===== src/rtl/fdr_pkg.sv =====
package fdr_pkg;

    // ------------------------------------------------------------
    // Clock and timing
    // ------------------------------------------------------------
    localparam int CLK_PERIOD_NS = 10;
    localparam int NS_PER_SEC = 1_000_000_000;
    localparam int SEC_CYCLES = NS_PER_SEC / CLK_PERIOD_NS;
    localparam int BAUD_9600 = 9600;
    localparam int BAUD_19200 = 19200;
    localparam int BAUD_57600 = 57600;
    localparam logic [15:0] DIV_9600 = 16'(NS_PER_SEC / (CLK_PERIOD_NS * BAUD_9600));
    localparam logic [15:0] DIV_19200 = 16'(NS_PER_SEC / (CLK_PERIOD_NS * BAUD_19200));
    localparam logic [15:0] DIV_57600 = 16'(NS_PER_SEC / (CLK_PERIOD_NS * BAUD_57600));

    // ------------------------------------------------------------
    // Holding and input register numbers
    // ------------------------------------------------------------
    localparam logic [6:0] HR_RESET = 7'h00;
    localparam logic [6:0] HR_MIN_RPM = 7'h01;
    localparam logic [6:0] HR_MAX_RPM = 7'h02;
    localparam logic [6:0] HR_CURRENT = 7'h07;
    localparam logic [6:0] HR_FIXED_SPD = 7'h15;
    localparam logic [6:0] HR_FB_POL = 7'h1F;
    localparam logic [6:0] HR_SKIP_LO = 7'h20;
    localparam logic [6:0] HR_SKIP_HI = 7'h21;
    localparam logic [6:0] HR_MODE = 7'h22;
    localparam logic [6:0] HR_COAST = 7'h23;
    localparam logic [6:0] HR_POWER = 7'h24;
    localparam logic [6:0] HR_NODE_ID = 7'h2D;
    localparam logic [6:0] HR_PIN_FUNC = 7'h2E;
    localparam logic [6:0] HR_BIT_RATE = 7'h2F;
    localparam logic [6:0] HR_FRAMING = 7'h30;
    localparam logic [6:0] HR_LOOP_REF = 7'h32;
    localparam logic [6:0] HR_KP = 7'h33;
    localparam logic [6:0] HR_KI = 7'h34;
    localparam logic [6:0] HR_KD = 7'h35;
    localparam logic [6:0] HR_SAMPLE = 7'h36;
    localparam logic [6:0] HR_RPM_ALARM = 7'h37;
    localparam logic [6:0] HR_LINK_TMO = 7'h38;
    localparam logic [6:0] HR_VOL_SP = 7'h42;
    localparam logic [6:0] IR_SPEED_REF = 7'h02;
    localparam logic [6:0] IR_SPEED_MEAS = 7'h03;
    localparam logic [6:0] BOOT_LAST = 7'h3F;

    // ------------------------------------------------------------
    // Protocol codes
    // ------------------------------------------------------------
    localparam logic [7:0] FC_READ_HOLD = 8'h03;
    localparam logic [7:0] FC_READ_INPUT = 8'h04;
    localparam logic [7:0] FC_WRITE_ONE = 8'h06;
    localparam logic [7:0] FC_EXC_FLAG = 8'h80;
    localparam logic [7:0] EXC_FUNC = 8'h01;
    localparam logic [7:0] EXC_ADDR = 8'h02;
    localparam logic [7:0] EXC_VALUE = 8'h03;
    localparam logic [7:0] NODE_BROADCAST = 8'h00;

    // ------------------------------------------------------------
    // Reset values and limits
    // ------------------------------------------------------------
    localparam logic [15:0] RST_ZERO = 16'h0000;
    localparam logic [15:0] RST_SKIP = 16'h4E20;
    localparam logic [15:0] RST_MODE = 16'h0001;
    localparam logic [15:0] RST_COAST = 16'h4E20;
    localparam logic [15:0] RST_NODE_ID = 16'h0001;
    localparam logic [15:0] RATE_9600 = 16'h2580;
    localparam logic [15:0] RATE_19200 = 16'h4B00;
    localparam logic [15:0] RPM_CEIL = 16'h4E20;
    localparam logic [15:0] TMO_MAX = 16'h7FFF;
    localparam logic [15:0] NODE_MAX = 16'h00F7;
    localparam logic [15:0] MODE_MAX = 16'h000C;
    localparam logic [15:0] FRAMING_MAX = 16'h0002;
    localparam logic [15:0] POWER_MIN = 16'h000A;
    localparam logic [15:0] ONE = 16'h0001;
    localparam logic [15:0] MODE_FIXED = 16'h0002;
    localparam logic [7:0] LOCAL_NODE = 8'h01;
    localparam logic [1:0] LOCAL_FRAMING = 2'h0;
    localparam logic [4:0] KHZ_LOW_SPEED = 5'h0E;
    localparam logic [4:0] KHZ_HIGH_SPEED = 5'h08;

    typedef enum logic [1:0] {
        ST_BOOT_RD = 2'b00,
        ST_BOOT_WR = 2'b01,
        ST_IDLE = 2'b10,
        ST_READ = 2'b11
    } fdr_state_t;

endpackage


===== src/rtl/fdr_word_mem.sv =====
`timescale 1ns/1ps
`default_nettype none
module fdr_word_mem #(
    parameter int WIDTH = 16,
    parameter int DEPTH = 64,
    parameter int AW = $clog2(DEPTH)
)(
    input wire logic clk_sys,
    input wire logic wrEn,
    input wire logic [AW-1:0] wrAddr,
    input wire logic [WIDTH-1:0] wrData,
    input wire logic [AW-1:0] rdAddr,
    output logic [WIDTH-1:0] rdData_ff
);
    // No reset: contents must outlive a reset, as stored settings do
    logic [WIDTH-1:0] store [DEPTH];

    always_ff @(posedge clk_sys)
    begin
        if (wrEn)
        begin
            store[wrAddr] <= wrData;
        end
        rdData_ff <= store[rdAddr];
    end
endmodule
`default_nettype wire


===== src/rtl/fdr_link_watch.sv =====
`timescale 1ns/1ps
`default_nettype none
module fdr_link_watch #(
    parameter int CYC_PER_SEC = fdr_pkg::SEC_CYCLES,
    parameter int SEC_W = 15
)(
    input wire logic clk_sys,
    input wire logic srst,
    input wire logic [SEC_W-1:0] limitSec,
    input wire logic activity,
    input wire logic restart,
    output logic expired_ff
);
    import fdr_pkg::*;
    localparam int CW = $clog2(CYC_PER_SEC + 1);
    logic [CW-1:0] tick_ff;
    logic [SEC_W-1:0] secs_ff;
    logic tickEnd;
    logic [SEC_W-1:0] secsNext;
    logic idle;

    assign tickEnd = tick_ff == CW'(CYC_PER_SEC - 1);
    assign secsNext = secs_ff + SEC_W'(1);
    // Zero limit disables the watch altogether
    assign idle = srst | activity | restart | (limitSec == '0);

    always_ff @(posedge clk_sys)
    begin
        if (idle)
        begin
            tick_ff <= '0;
            secs_ff <= '0;
            expired_ff <= 1'b0;
        end
        else if (!expired_ff)
        begin
            tick_ff <= tickEnd ? '0 : tick_ff + CW'(1);
            if (tickEnd)
            begin
                secs_ff <= secsNext;
                expired_ff <= secsNext == limitSec;
            end
        end
    end
endmodule
`default_nettype wire


===== src/rtl/fdr_holding_bank.sv =====
`timescale 1ns/1ps
`default_nettype none
// Operation
// - Switching runs 14 kHz at low speed, 8 kHz at high speed.
// - Out-of-range writes leave the register unchanged, never clamped.
// - Register 47 picks RS-485 rate; only 9600 or 19200 allowed.
// - Register 48 framing: 0 none/2 stop, 1 odd/1, 2 even/1.
// - Rate and framing registers affect RS-485 only; local port fixed.
// - Serve read holding, read input and write single register.
// - Writes other than framing and node act at once, even running, and never reach storage then.
// - Register 56 sets link-loss seconds; expiry stops fan; zero disables.
// - Slave node number comes from register 45, range 1 to 247.
// - Frames to node 0 are accepted as broadcasts.
// - Factory RS-485 settings: 9600, framing 0, node 1.
// - Local service port uses 57600, framing 0, node 1.
// - Rate change is immediate; framing and node wait for power cycle.
// - Register 66 is a write-only volatile setpoint.
// - Sixty-four stored registers, twenty-three user writable.
// - Writing 1 to register 0 clears faults, restarts, reads back 0.
// - Register 1 minimum speed ranges from model default to maximum.
// - Mode 2 takes its speed setpoint from register 21.
module fdr_holding_bank #(
    parameter logic [15:0] MIN_RPM_DEF = 16'h0096,
    parameter logic [15:0] MAX_RPM_DEF = 16'h0D16,
    parameter logic [15:0] CURRENT_DEF = 16'h1770,
    parameter logic [15:0] POWER_DEF = 16'h0546,
    parameter logic [15:0] SWITCH_RPM = 16'h03E8,
    parameter int CYC_PER_SEC = fdr_pkg::SEC_CYCLES
)(
    input wire logic clk_sys,
    input wire logic srst,
    input wire logic factoryRestore,
    input wire logic reqValid,
    input wire logic reqPort,
    input wire logic [7:0] reqNode,
    input wire logic [7:0] reqFunc,
    input wire logic [15:0] reqReg,
    input wire logic [15:0] reqData,
    input wire logic motorRunning,
    input wire logic [15:0] measuredRpm,
    input wire logic [15:0] analogSetpoint,
    output logic reqReady_ff,
    output logic rspValid_ff,
    output logic rspException_ff,
    output logic rspPort_ff,
    output logic [7:0] rspCode_ff,
    output logic [15:0] rspData_ff,
    output logic faultClear_ff,
    output logic fanStop_ff,
    output logic [15:0] speedSetpoint_ff,
    output logic [3:0] opMode_ff,
    output logic [4:0] switchKhz_ff,
    output logic [15:0] rs485BitDiv_ff,
    output logic [1:0] rs485Framing_ff,
    output logic [7:0] rs485Node_ff,
    output logic [15:0] localBitDiv_ff,
    output logic [1:0] localFraming_ff,
    output logic [7:0] localNode_ff
);
    import fdr_pkg::*;

    // ------------------------------------------------------------
    // Decode helpers
    // ------------------------------------------------------------
    function automatic logic userReg(input logic [6:0] idx);
        case (idx)
            HR_RESET, HR_MIN_RPM, HR_MAX_RPM, HR_CURRENT, HR_FIXED_SPD,
            HR_FB_POL, HR_SKIP_LO, HR_SKIP_HI, HR_MODE, HR_COAST, HR_POWER,
            HR_NODE_ID, HR_PIN_FUNC, HR_BIT_RATE, HR_FRAMING, HR_LOOP_REF,
            HR_KP, HR_KI, HR_KD, HR_SAMPLE, HR_RPM_ALARM, HR_LINK_TMO,
            HR_VOL_SP: userReg = 1'b1;
            default: userReg = 1'b0;
        endcase
    endfunction

    function automatic logic [15:0] factoryValue(input logic [6:0] idx);
        case (idx)
            HR_MIN_RPM: factoryValue = MIN_RPM_DEF;
            HR_MAX_RPM: factoryValue = MAX_RPM_DEF;
            HR_CURRENT: factoryValue = CURRENT_DEF;
            HR_SKIP_LO, HR_SKIP_HI: factoryValue = RST_SKIP;
            HR_MODE: factoryValue = RST_MODE;
            HR_COAST: factoryValue = RST_COAST;
            HR_POWER: factoryValue = POWER_DEF;
            HR_NODE_ID: factoryValue = RST_NODE_ID;
            HR_BIT_RATE: factoryValue = RATE_9600;
            default: factoryValue = RST_ZERO;
        endcase
    endfunction

    // ------------------------------------------------------------
    // State
    // ------------------------------------------------------------
    fdr_state_t state_ff;
    fdr_state_t nxt_state;
    logic [6:0] bootIdx_ff;
    logic [15:0] minRpm_ff;
    logic [15:0] maxRpm_ff;
    logic [15:0] skipLo_ff;
    logic [15:0] skipHi_ff;
    logic [15:0] fixedSpd_ff;
    logic [15:0] mode_ff;
    logic [15:0] linkTmo_ff;
    logic [15:0] volSp_ff;
    logic curPort_ff;
    logic [15:0] liveRdData;
    logic [15:0] nvmRdData;
    logic linkExpired;

    // ------------------------------------------------------------
    // Request decode
    // ------------------------------------------------------------
    logic [6:0] reqIdx;
    logic reqHi;
    logic [7:0] ownNode;
    logic isBcast;
    logic nodeHit;
    logic take;
    logic isUser;
    logic inRange;
    logic wrOk;
    logic holdReadable;
    logic readHoldOk;
    logic inputOk;
    logic bootWr;
    logic [15:0] bootWord;
    logic [15:0] storeWord;
    logic loadEn;
    logic [6:0] loadIdx;
    logic [15:0] loadWord;
    logic nvmWrEn;
    logic directRsp;
    logic directExc;
    logic [7:0] excCode;
    logic [15:0] directData;
    logic [15:0] rateDiv;
    logic [15:0] setpointSel;
    logic modeTemp;

    assign reqIdx = reqReg[6:0];
    assign reqHi = |reqReg[15:7];
    assign ownNode = reqPort ? localNode_ff : rs485Node_ff;
    assign isBcast = reqNode == NODE_BROADCAST;
    assign nodeHit = isBcast | (reqNode == ownNode);
    assign take = reqValid & reqReady_ff & nodeHit;
    assign isUser = !reqHi & userReg(reqIdx);
    assign holdReadable = isUser & (reqIdx != HR_VOL_SP);

    // Limits that depend on other registers use the live shadow copies
    always_comb
    begin
        case (reqIdx)
            HR_RESET: inRange = reqData <= ONE;
            HR_MIN_RPM: inRange = reqData >= MIN_RPM_DEF && reqData <= maxRpm_ff;
            HR_MAX_RPM: inRange = reqData >= minRpm_ff && reqData <= MAX_RPM_DEF;
            HR_CURRENT: inRange = reqData >= ONE && reqData <= CURRENT_DEF;
            HR_FIXED_SPD: inRange = reqData >= minRpm_ff && reqData <= maxRpm_ff;
            HR_FB_POL: inRange = reqData <= ONE;
            HR_SKIP_LO: inRange = reqData <= skipHi_ff;
            HR_SKIP_HI: inRange = reqData >= skipLo_ff && reqData <= RPM_CEIL;
            HR_MODE: inRange = reqData <= MODE_MAX;
            HR_COAST: inRange = reqData <= RPM_CEIL;
            HR_POWER: inRange = reqData >= POWER_MIN && reqData <= POWER_DEF;
            HR_NODE_ID: inRange = reqData >= ONE && reqData <= NODE_MAX;
            HR_BIT_RATE: inRange = reqData == RATE_9600 || reqData == RATE_19200;
            HR_FRAMING: inRange = reqData <= FRAMING_MAX;
            HR_LINK_TMO: inRange = reqData <= TMO_MAX;
            default: inRange = 1'b1;
        endcase
    end

    // Writes are taken regardless of motor state
    assign wrOk = take & (reqFunc == FC_WRITE_ONE) & isUser & inRange;
    assign readHoldOk = take & !isBcast & (reqFunc == FC_READ_HOLD) & holdReadable;
    assign inputOk = !reqHi & (reqIdx == IR_SPEED_REF || reqIdx == IR_SPEED_MEAS);

    // ------------------------------------------------------------
    // Load path shared by boot copy and accepted writes
    // ------------------------------------------------------------
    assign bootWr = state_ff == ST_BOOT_WR;
    assign bootWord = factoryRestore ? factoryValue(bootIdx_ff) : nvmRdData;
    assign storeWord = (reqIdx == HR_RESET) ? RST_ZERO : reqData;
    assign loadEn = bootWr | wrOk;
    assign loadIdx = bootWr ? bootIdx_ff : reqIdx;
    assign loadWord = bootWr ? bootWord : storeWord;
    // Running-motor writes stay volatile; the register 66 word has no store slot
    assign nvmWrEn = (bootWr & factoryRestore) | (wrOk & !motorRunning & !reqIdx[6]);

    always_comb
    begin
        case (loadWord)
            RATE_19200: rateDiv = DIV_19200;
            default: rateDiv = DIV_9600;
        endcase
    end

    // ------------------------------------------------------------
    // Direct answers (writes, input reads, errors)
    // ------------------------------------------------------------
    assign directRsp = take & !isBcast & !readHoldOk;
    assign directExc = (reqFunc == FC_WRITE_ONE) ? !wrOk :
                       (reqFunc == FC_READ_INPUT) ? !inputOk : 1'b1;
    assign excCode = (reqFunc == FC_WRITE_ONE) ? (isUser ? EXC_VALUE : EXC_ADDR) :
                     (reqFunc == FC_READ_HOLD || reqFunc == FC_READ_INPUT) ? EXC_ADDR :
                     EXC_FUNC;
    assign directData = directExc ? {8'h00, excCode} :
                        (reqFunc == FC_WRITE_ONE) ? reqData :
                        (reqIdx == IR_SPEED_MEAS) ? measuredRpm : speedSetpoint_ff;

    // ------------------------------------------------------------
    // Setpoint source
    // ------------------------------------------------------------
    assign modeTemp = mode_ff == 16'h0000 || mode_ff == 16'h0005 ||
                      mode_ff == 16'h0008 || mode_ff == 16'h000B;
    assign setpointSel = (mode_ff == MODE_FIXED) ? fixedSpd_ff :
                         modeTemp ? volSp_ff : analogSetpoint;

    // ------------------------------------------------------------
    // Sequencer
    // ------------------------------------------------------------
    always_comb
    begin
        nxt_state = state_ff;
        case (state_ff)
            ST_BOOT_RD: nxt_state = ST_BOOT_WR;
            ST_BOOT_WR: nxt_state = (bootIdx_ff == BOOT_LAST) ? ST_IDLE : ST_BOOT_RD;
            ST_IDLE: nxt_state = readHoldOk ? ST_READ : ST_IDLE;
            ST_READ: nxt_state = ST_IDLE;
            default: nxt_state = ST_BOOT_RD;
        endcase
    end

    always_ff @(posedge clk_sys)
    begin
        if (srst)
        begin
            state_ff <= ST_BOOT_RD;
            bootIdx_ff <= 7'h00;
            reqReady_ff <= 1'b0;
        end
        else
        begin
            state_ff <= nxt_state;
            bootIdx_ff <= bootWr ? bootIdx_ff + 7'h01 : bootIdx_ff;
            reqReady_ff <= nxt_state == ST_IDLE;
        end
    end

    // ------------------------------------------------------------
    // Live shadow copies steering the drive
    // ------------------------------------------------------------
    always_ff @(posedge clk_sys)
    begin
        if (srst)
        begin
            minRpm_ff <= MIN_RPM_DEF;
            maxRpm_ff <= MAX_RPM_DEF;
            skipLo_ff <= RST_SKIP;
            skipHi_ff <= RST_SKIP;
            fixedSpd_ff <= RST_ZERO;
            mode_ff <= RST_MODE;
            linkTmo_ff <= RST_ZERO;
            volSp_ff <= RST_ZERO;
        end
        else if (loadEn)
        begin
            if (loadIdx == HR_MIN_RPM) minRpm_ff <= loadWord;
            if (loadIdx == HR_MAX_RPM) maxRpm_ff <= loadWord;
            if (loadIdx == HR_SKIP_LO) skipLo_ff <= loadWord;
            if (loadIdx == HR_SKIP_HI) skipHi_ff <= loadWord;
            if (loadIdx == HR_FIXED_SPD) fixedSpd_ff <= loadWord;
            if (loadIdx == HR_MODE) mode_ff <= loadWord;
            if (loadIdx == HR_LINK_TMO) linkTmo_ff <= loadWord;
            if (loadIdx == HR_VOL_SP) volSp_ff <= loadWord;
        end
    end

    // ------------------------------------------------------------
    // Port settings
    // ------------------------------------------------------------
    always_ff @(posedge clk_sys)
    begin
        if (srst)
        begin
            rs485BitDiv_ff <= DIV_9600;
            rs485Framing_ff <= 2'h0;
            rs485Node_ff <= 8'h01;
            localBitDiv_ff <= DIV_57600;
            localFraming_ff <= LOCAL_FRAMING;
            localNode_ff <= LOCAL_NODE;
        end
        else
        begin
            if (loadEn && loadIdx == HR_BIT_RATE)
                rs485BitDiv_ff <= rateDiv;
            // Framing and node only follow the stored copy at boot
            if (bootWr && bootIdx_ff == HR_FRAMING)
                rs485Framing_ff <= bootWord[1:0];
            if (bootWr && bootIdx_ff == HR_NODE_ID)
                rs485Node_ff <= bootWord[7:0];
            localBitDiv_ff <= DIV_57600;
            localFraming_ff <= LOCAL_FRAMING;
            localNode_ff <= LOCAL_NODE;
        end
    end

    // ------------------------------------------------------------
    // Answers
    // ------------------------------------------------------------
    always_ff @(posedge clk_sys)
    begin
        if (srst)
        begin
            rspValid_ff <= 1'b0;
            rspException_ff <= 1'b0;
            rspPort_ff <= 1'b0;
            rspCode_ff <= 8'h00;
            rspData_ff <= 16'h0000;
            curPort_ff <= 1'b0;
        end
        else
        begin
            curPort_ff <= take ? reqPort : curPort_ff;
            rspValid_ff <= directRsp | (state_ff == ST_READ);
            if (state_ff == ST_READ)
            begin
                rspException_ff <= 1'b0;
                rspPort_ff <= curPort_ff;
                rspCode_ff <= FC_READ_HOLD;
                rspData_ff <= liveRdData;
            end
            else if (directRsp)
            begin
                rspException_ff <= directExc;
                rspPort_ff <= reqPort;
                rspCode_ff <= directExc ? (reqFunc | FC_EXC_FLAG) : reqFunc;
                rspData_ff <= directData;
            end
        end
    end

    // ------------------------------------------------------------
    // Drive controls
    // ------------------------------------------------------------
    always_ff @(posedge clk_sys)
    begin
        if (srst)
        begin
            faultClear_ff <= 1'b0;
            fanStop_ff <= 1'b0;
            speedSetpoint_ff <= RST_ZERO;
            opMode_ff <= RST_MODE[3:0];
            switchKhz_ff <= KHZ_LOW_SPEED;
        end
        else
        begin
            faultClear_ff <= wrOk & (reqIdx == HR_RESET) & reqData[0];
            fanStop_ff <= linkExpired;
            speedSetpoint_ff <= setpointSel;
            opMode_ff <= mode_ff[3:0];
            // Lower switching rate at speed trades ripple for less heat
            switchKhz_ff <= (measuredRpm >= SWITCH_RPM) ? KHZ_HIGH_SPEED : KHZ_LOW_SPEED;
        end
    end

    // ------------------------------------------------------------
    // Storage and watch
    // ------------------------------------------------------------
    fdr_word_mem #(
        .WIDTH(16),
        .DEPTH(64)
    ) u_live (
        .clk_sys(clk_sys),
        .wrEn(loadEn & !loadIdx[6]),
        .wrAddr(loadIdx[5:0]),
        .wrData(loadWord),
        .rdAddr(reqIdx[5:0]),
        .rdData_ff(liveRdData)
    );

    // Stored image: survives reset, reloaded into the live copy at boot unless factoryRestore rewrites both with factory values
    fdr_word_mem #(
        .WIDTH(16),
        .DEPTH(64)
    ) u_stored (
        .clk_sys(clk_sys),
        .wrEn(nvmWrEn),
        .wrAddr(loadIdx[5:0]),
        .wrData(loadWord),
        .rdAddr(bootIdx_ff[5:0]),
        .rdData_ff(nvmRdData)
    );

    fdr_link_watch #(
        .CYC_PER_SEC(CYC_PER_SEC),
        .SEC_W(15)
    ) u_watch (
        .clk_sys(clk_sys),
        .srst(srst),
        .limitSec(linkTmo_ff[14:0]),
        .activity(take),
        .restart(faultClear_ff),
        .expired_ff(linkExpired)
    );
endmodule
`default_nettype wire


===== config.mk =====
export PLATFORM = sky130hd
export DESIGN_NAME = fdr_holding_bank
export DESIGN_NICKNAME = d
export VERILOG_FILES = /design/src/rtl/fdr_pkg.sv /design/src/rtl/fdr_word_mem.sv /design/src/rtl/fdr_link_watch.sv /design/src/rtl/fdr_holding_bank.sv
export SDC_FILE = /design/constraint.sdc
export NUM_CORES = 2
export LEC_CHECK = 0
export ABC_AREA = 1
export BUFFER_PORTS_ARGS = -buffer_cell sky130_fd_sc_hd__buf_2
export CORE_MARGIN = 10
export CORE_UTILIZATION = 60
export CTS_CLUSTER_DIAMETER = 120
export DETAILED_ROUTE_END_ITERATION = 6
export PLACE_DENSITY = 0.77
export SLEW_MARGIN = 20
export SYNTH_ARGS = -nofsm -noshare
export SYNTH_HDL_FRONTEND = slang
export SYNTH_SLANG_ARGS = --single-unit

===== constraint.sdc =====
create_clock -name clk_sys -period 8.9 [get_ports clk_sys]
set_input_delay 0.89 -clock clk_sys [delete_from_list [all_inputs] [get_ports clk_sys]]
set_output_delay 0.89 -clock clk_sys [all_outputs]
set_load 0.01 [all_outputs]

==> summary.txt <==
status -> finished with violations
failing checks -> design-rule violations
ys flop type -> edfxtp_1
hold path depth -> 3
reg2reg start -> bootIdx_ff[1]
worst-margin pin slew -> 1.32 ns
Layout Utilization -> 0.674
Tmin final -> 5.25 ns
met1 usage -> 0.422
CP startpoint kind -> flip-flop
Max Cap Viol -> 0
gr usage total -> 0.308
final setup margin -> 3.65 ns
vias in the first global route -> 59500
Die Y -> 412 um
final-stage net count -> 7514
Vias/cell -> 6.66
met2 usage -> 0.459
CTS H-tree depth -> 4
Synth area leaders -> edfxtp_1, dfxtp_1, a22oi_1
CTS Buf Count -> 217
r2r setup slk -> 3.65 ns
R2R cell count -> 12
power density over cell area -> 225 mW/mm^2
HPWL Detailed -> 163000 um
Synth area leader -> edfxtp_1
crit path DAT -> 6.02 ns
Num Clock Sinks -> 2323
f_max -> 0.190 GHz
initial core utilization -> 0.606
Yosys cell types -> 64
crit path max fanout -> 81
grt ovf -> 0
Post-synth EDFFs -> 2048
Synth-to-Final Area Change -> 11.1%
endpoints failing setup -> 0
GR peak layer -> met2
drt drc -> 3
met3 usage -> 0.0840
CTS tree -> yes
Layout Cells excl Fill -> 9588
# Post-CTS Setup Buffers -> 0
FF+latch count, synth -> 2323
CP endpoint kind -> flip-flop
fraction of layout cells with a size suffix above 1 -> 0.106
Hold Slack -> 0.325 ns
Root Buffer -> clkbuf_16
syn avg cell area -> 12.8 um^2
Mapped Cells -> 7237
final-report hold violation count -> 0
Initial DRT Pass Iterations -> 7
first-pass GRT wire length -> 391000 um
I/O pin count -> 193
drt wl/cell -> 28.3 um
initial antenna violation count -> 12
Crit Path Category -> reg -> reg
Post-CTS Hold Fix Bufs -> 0
clock-pin slew on the worst setup and hold paths -> 0.06 ns
Placer Congestion -> 0.972
Rel. slew slack -> 0.121
PnR Total Power -> 23.1 mW
clk_skew -> 0.0565 ns
Worst EP required -> 9.67 ns
Post-synth top cells -> edfxtp_1, nor2_1, nand2_1
layout filler cell count -> 10400
largest net degree at the start of global routing -> 220
leak pwr -> 34.3 nW
setup repair after global routing missed its margin -> false
clk buf depth -> 3
Yosys top cell area share -> 0.666
floorplan row count -> 143
placed cells -> 9167
crit path launch -> bootIdx_ff[1]
Total Die Area -> 0.170 mm^2
Post-Route WL -> 271000 um
Endpoint, Worst Hold -> rspCode_ff[5]
placed cell area -> 0.0955 mm^2
post-cts resize count -> 0
hold wc startpoint -> reqFunc[5]
Core ar. -> 0.152 mm^2
port buffer count -> 155
Final period util -> 0.590
most frequent cell after synthesis -> edfxtp_1
Warnings, synthesis -> 0
1st-iter DRT viols -> 11300
Final Slew Violations -> 0
Final ANT Viol Nets -> 0
Post-Route Setup TNS -> 0 ns
die width -> 412 um
Mapped Area -> 0.0924 mm^2
Post-synth ARST share -> 0
Max IR drop VDD -> 0.228 mV
Worst Hold Class -> in -> reg
Placement Setup Slack -> 3.40 ns
sequential-to-total area share from yosys stat -> 0.725
Clk Latency, worst-skew pair -> 0.89 ns
Vias -> 63800
final instance area -> 0.103 mm^2
Worst R2R End -> mode_ff[14]
-- layout make-up --
cell class	instances	area, um^2	share of cell area
repair buffers	350	2310	0.0225
inverters	268	1050	0.0102
clock buffers	257	5650	0.0550
flip-flops and latches	2323	67000	0.653
well taps	2030	2540	0.0247
diodes	13	32.5	0.000317
multi-input cells	4198	22600	0.220
clock inverters	149	1460	0.0142
-- flip-flops by register name, indices dropped and copies added (netlist names), 16 cells and up --
name,cells
rspData_ff,16
skipLo_ff,16
maxRpm_ff,16
fixedSpd_ff,16
mode_ff,16
u_watch.tick_ff,27
u_stored.rdData_ff,16
skipHi_ff,16
u_live.rdData_ff,16
volSp_ff,16
minRpm_ff,16
speedSetpoint_ff,16
u_live.store,1024
u_stored.store,1024
-- worst max-delay path: stages (launching register included) --
cell	delay [ns]
dfxtp_4	0.70
buf_4	0.78
ha_1	0.37
nor3_1	0.07
nor3_1	0.23
nand2_1	0.13
nand2_1	0.08
inv_1	0.08
a22oi_2	0.63
buf_4	1.00
buf_4	0.72
nand3_1	0.15
a21oi_1	0.18
-- worst max-delay path by stage --
stage	slack, ns	end
6_report	3.65	mode_ff[14]
5_1_grt	3.51	volSp_ff[7]
4_1_cts	3.82	mode_ff[14]
3_5_place_dp	3.40	minRpm_ff[10]
3_3_place_gp	3.46	minRpm_ff[5]
2_1_floorplan	2.50	u_live.store[0][4]
-- per-layer routing --
layer	routed length [um]	vias to the layer above
met5	74	-
met4	14400	10
met3	38200	728
met2	120000	4986
met1	98300	30800
li1	-	27300
-- power breakdown --
part           leakage [nW]  total, mW  switching [mW]  internal [mW]
Sequential             20.7       12.1          0.0350           12.1
Combinational          10.1       1.80            1.42          0.373
Clock                  3.47       9.20            4.09           5.11
-- logic make-up (layout without fill, tap and decap cells) --
group	after synthesis	count (layout)	synth area share
flops	2323	2323	0.725
compound gates	2123	2123	0.141
simple gates	1934	1934	0.0866
buf+inv	751	1024	0.0339
fa+ha+maj	70	70	0.00948
xor+xnor	31	31	0.00294
mux	3	3	0.000325
other cells	2	50	0.0000813
-- placed cells by master, fill, tap and decap left out, types with 190 or more instances in the layout --
| cell | count |
|---|---|
| o22ai_1 | 294 |
| edfxtp_1 | 2048 |
| dfxtp_1 | 273 |
| inv_1 | 238 |
| buf_4 | 190 |
| nand2_1 | 663 |
| a22oi_1 | 512 |
| a21oi_1 | 408 |
| nor2_1 | 888 |
| o21ai_0 | 659 |
| clkbuf_16 | 217 |
Power figures use the tool's default switching activity.
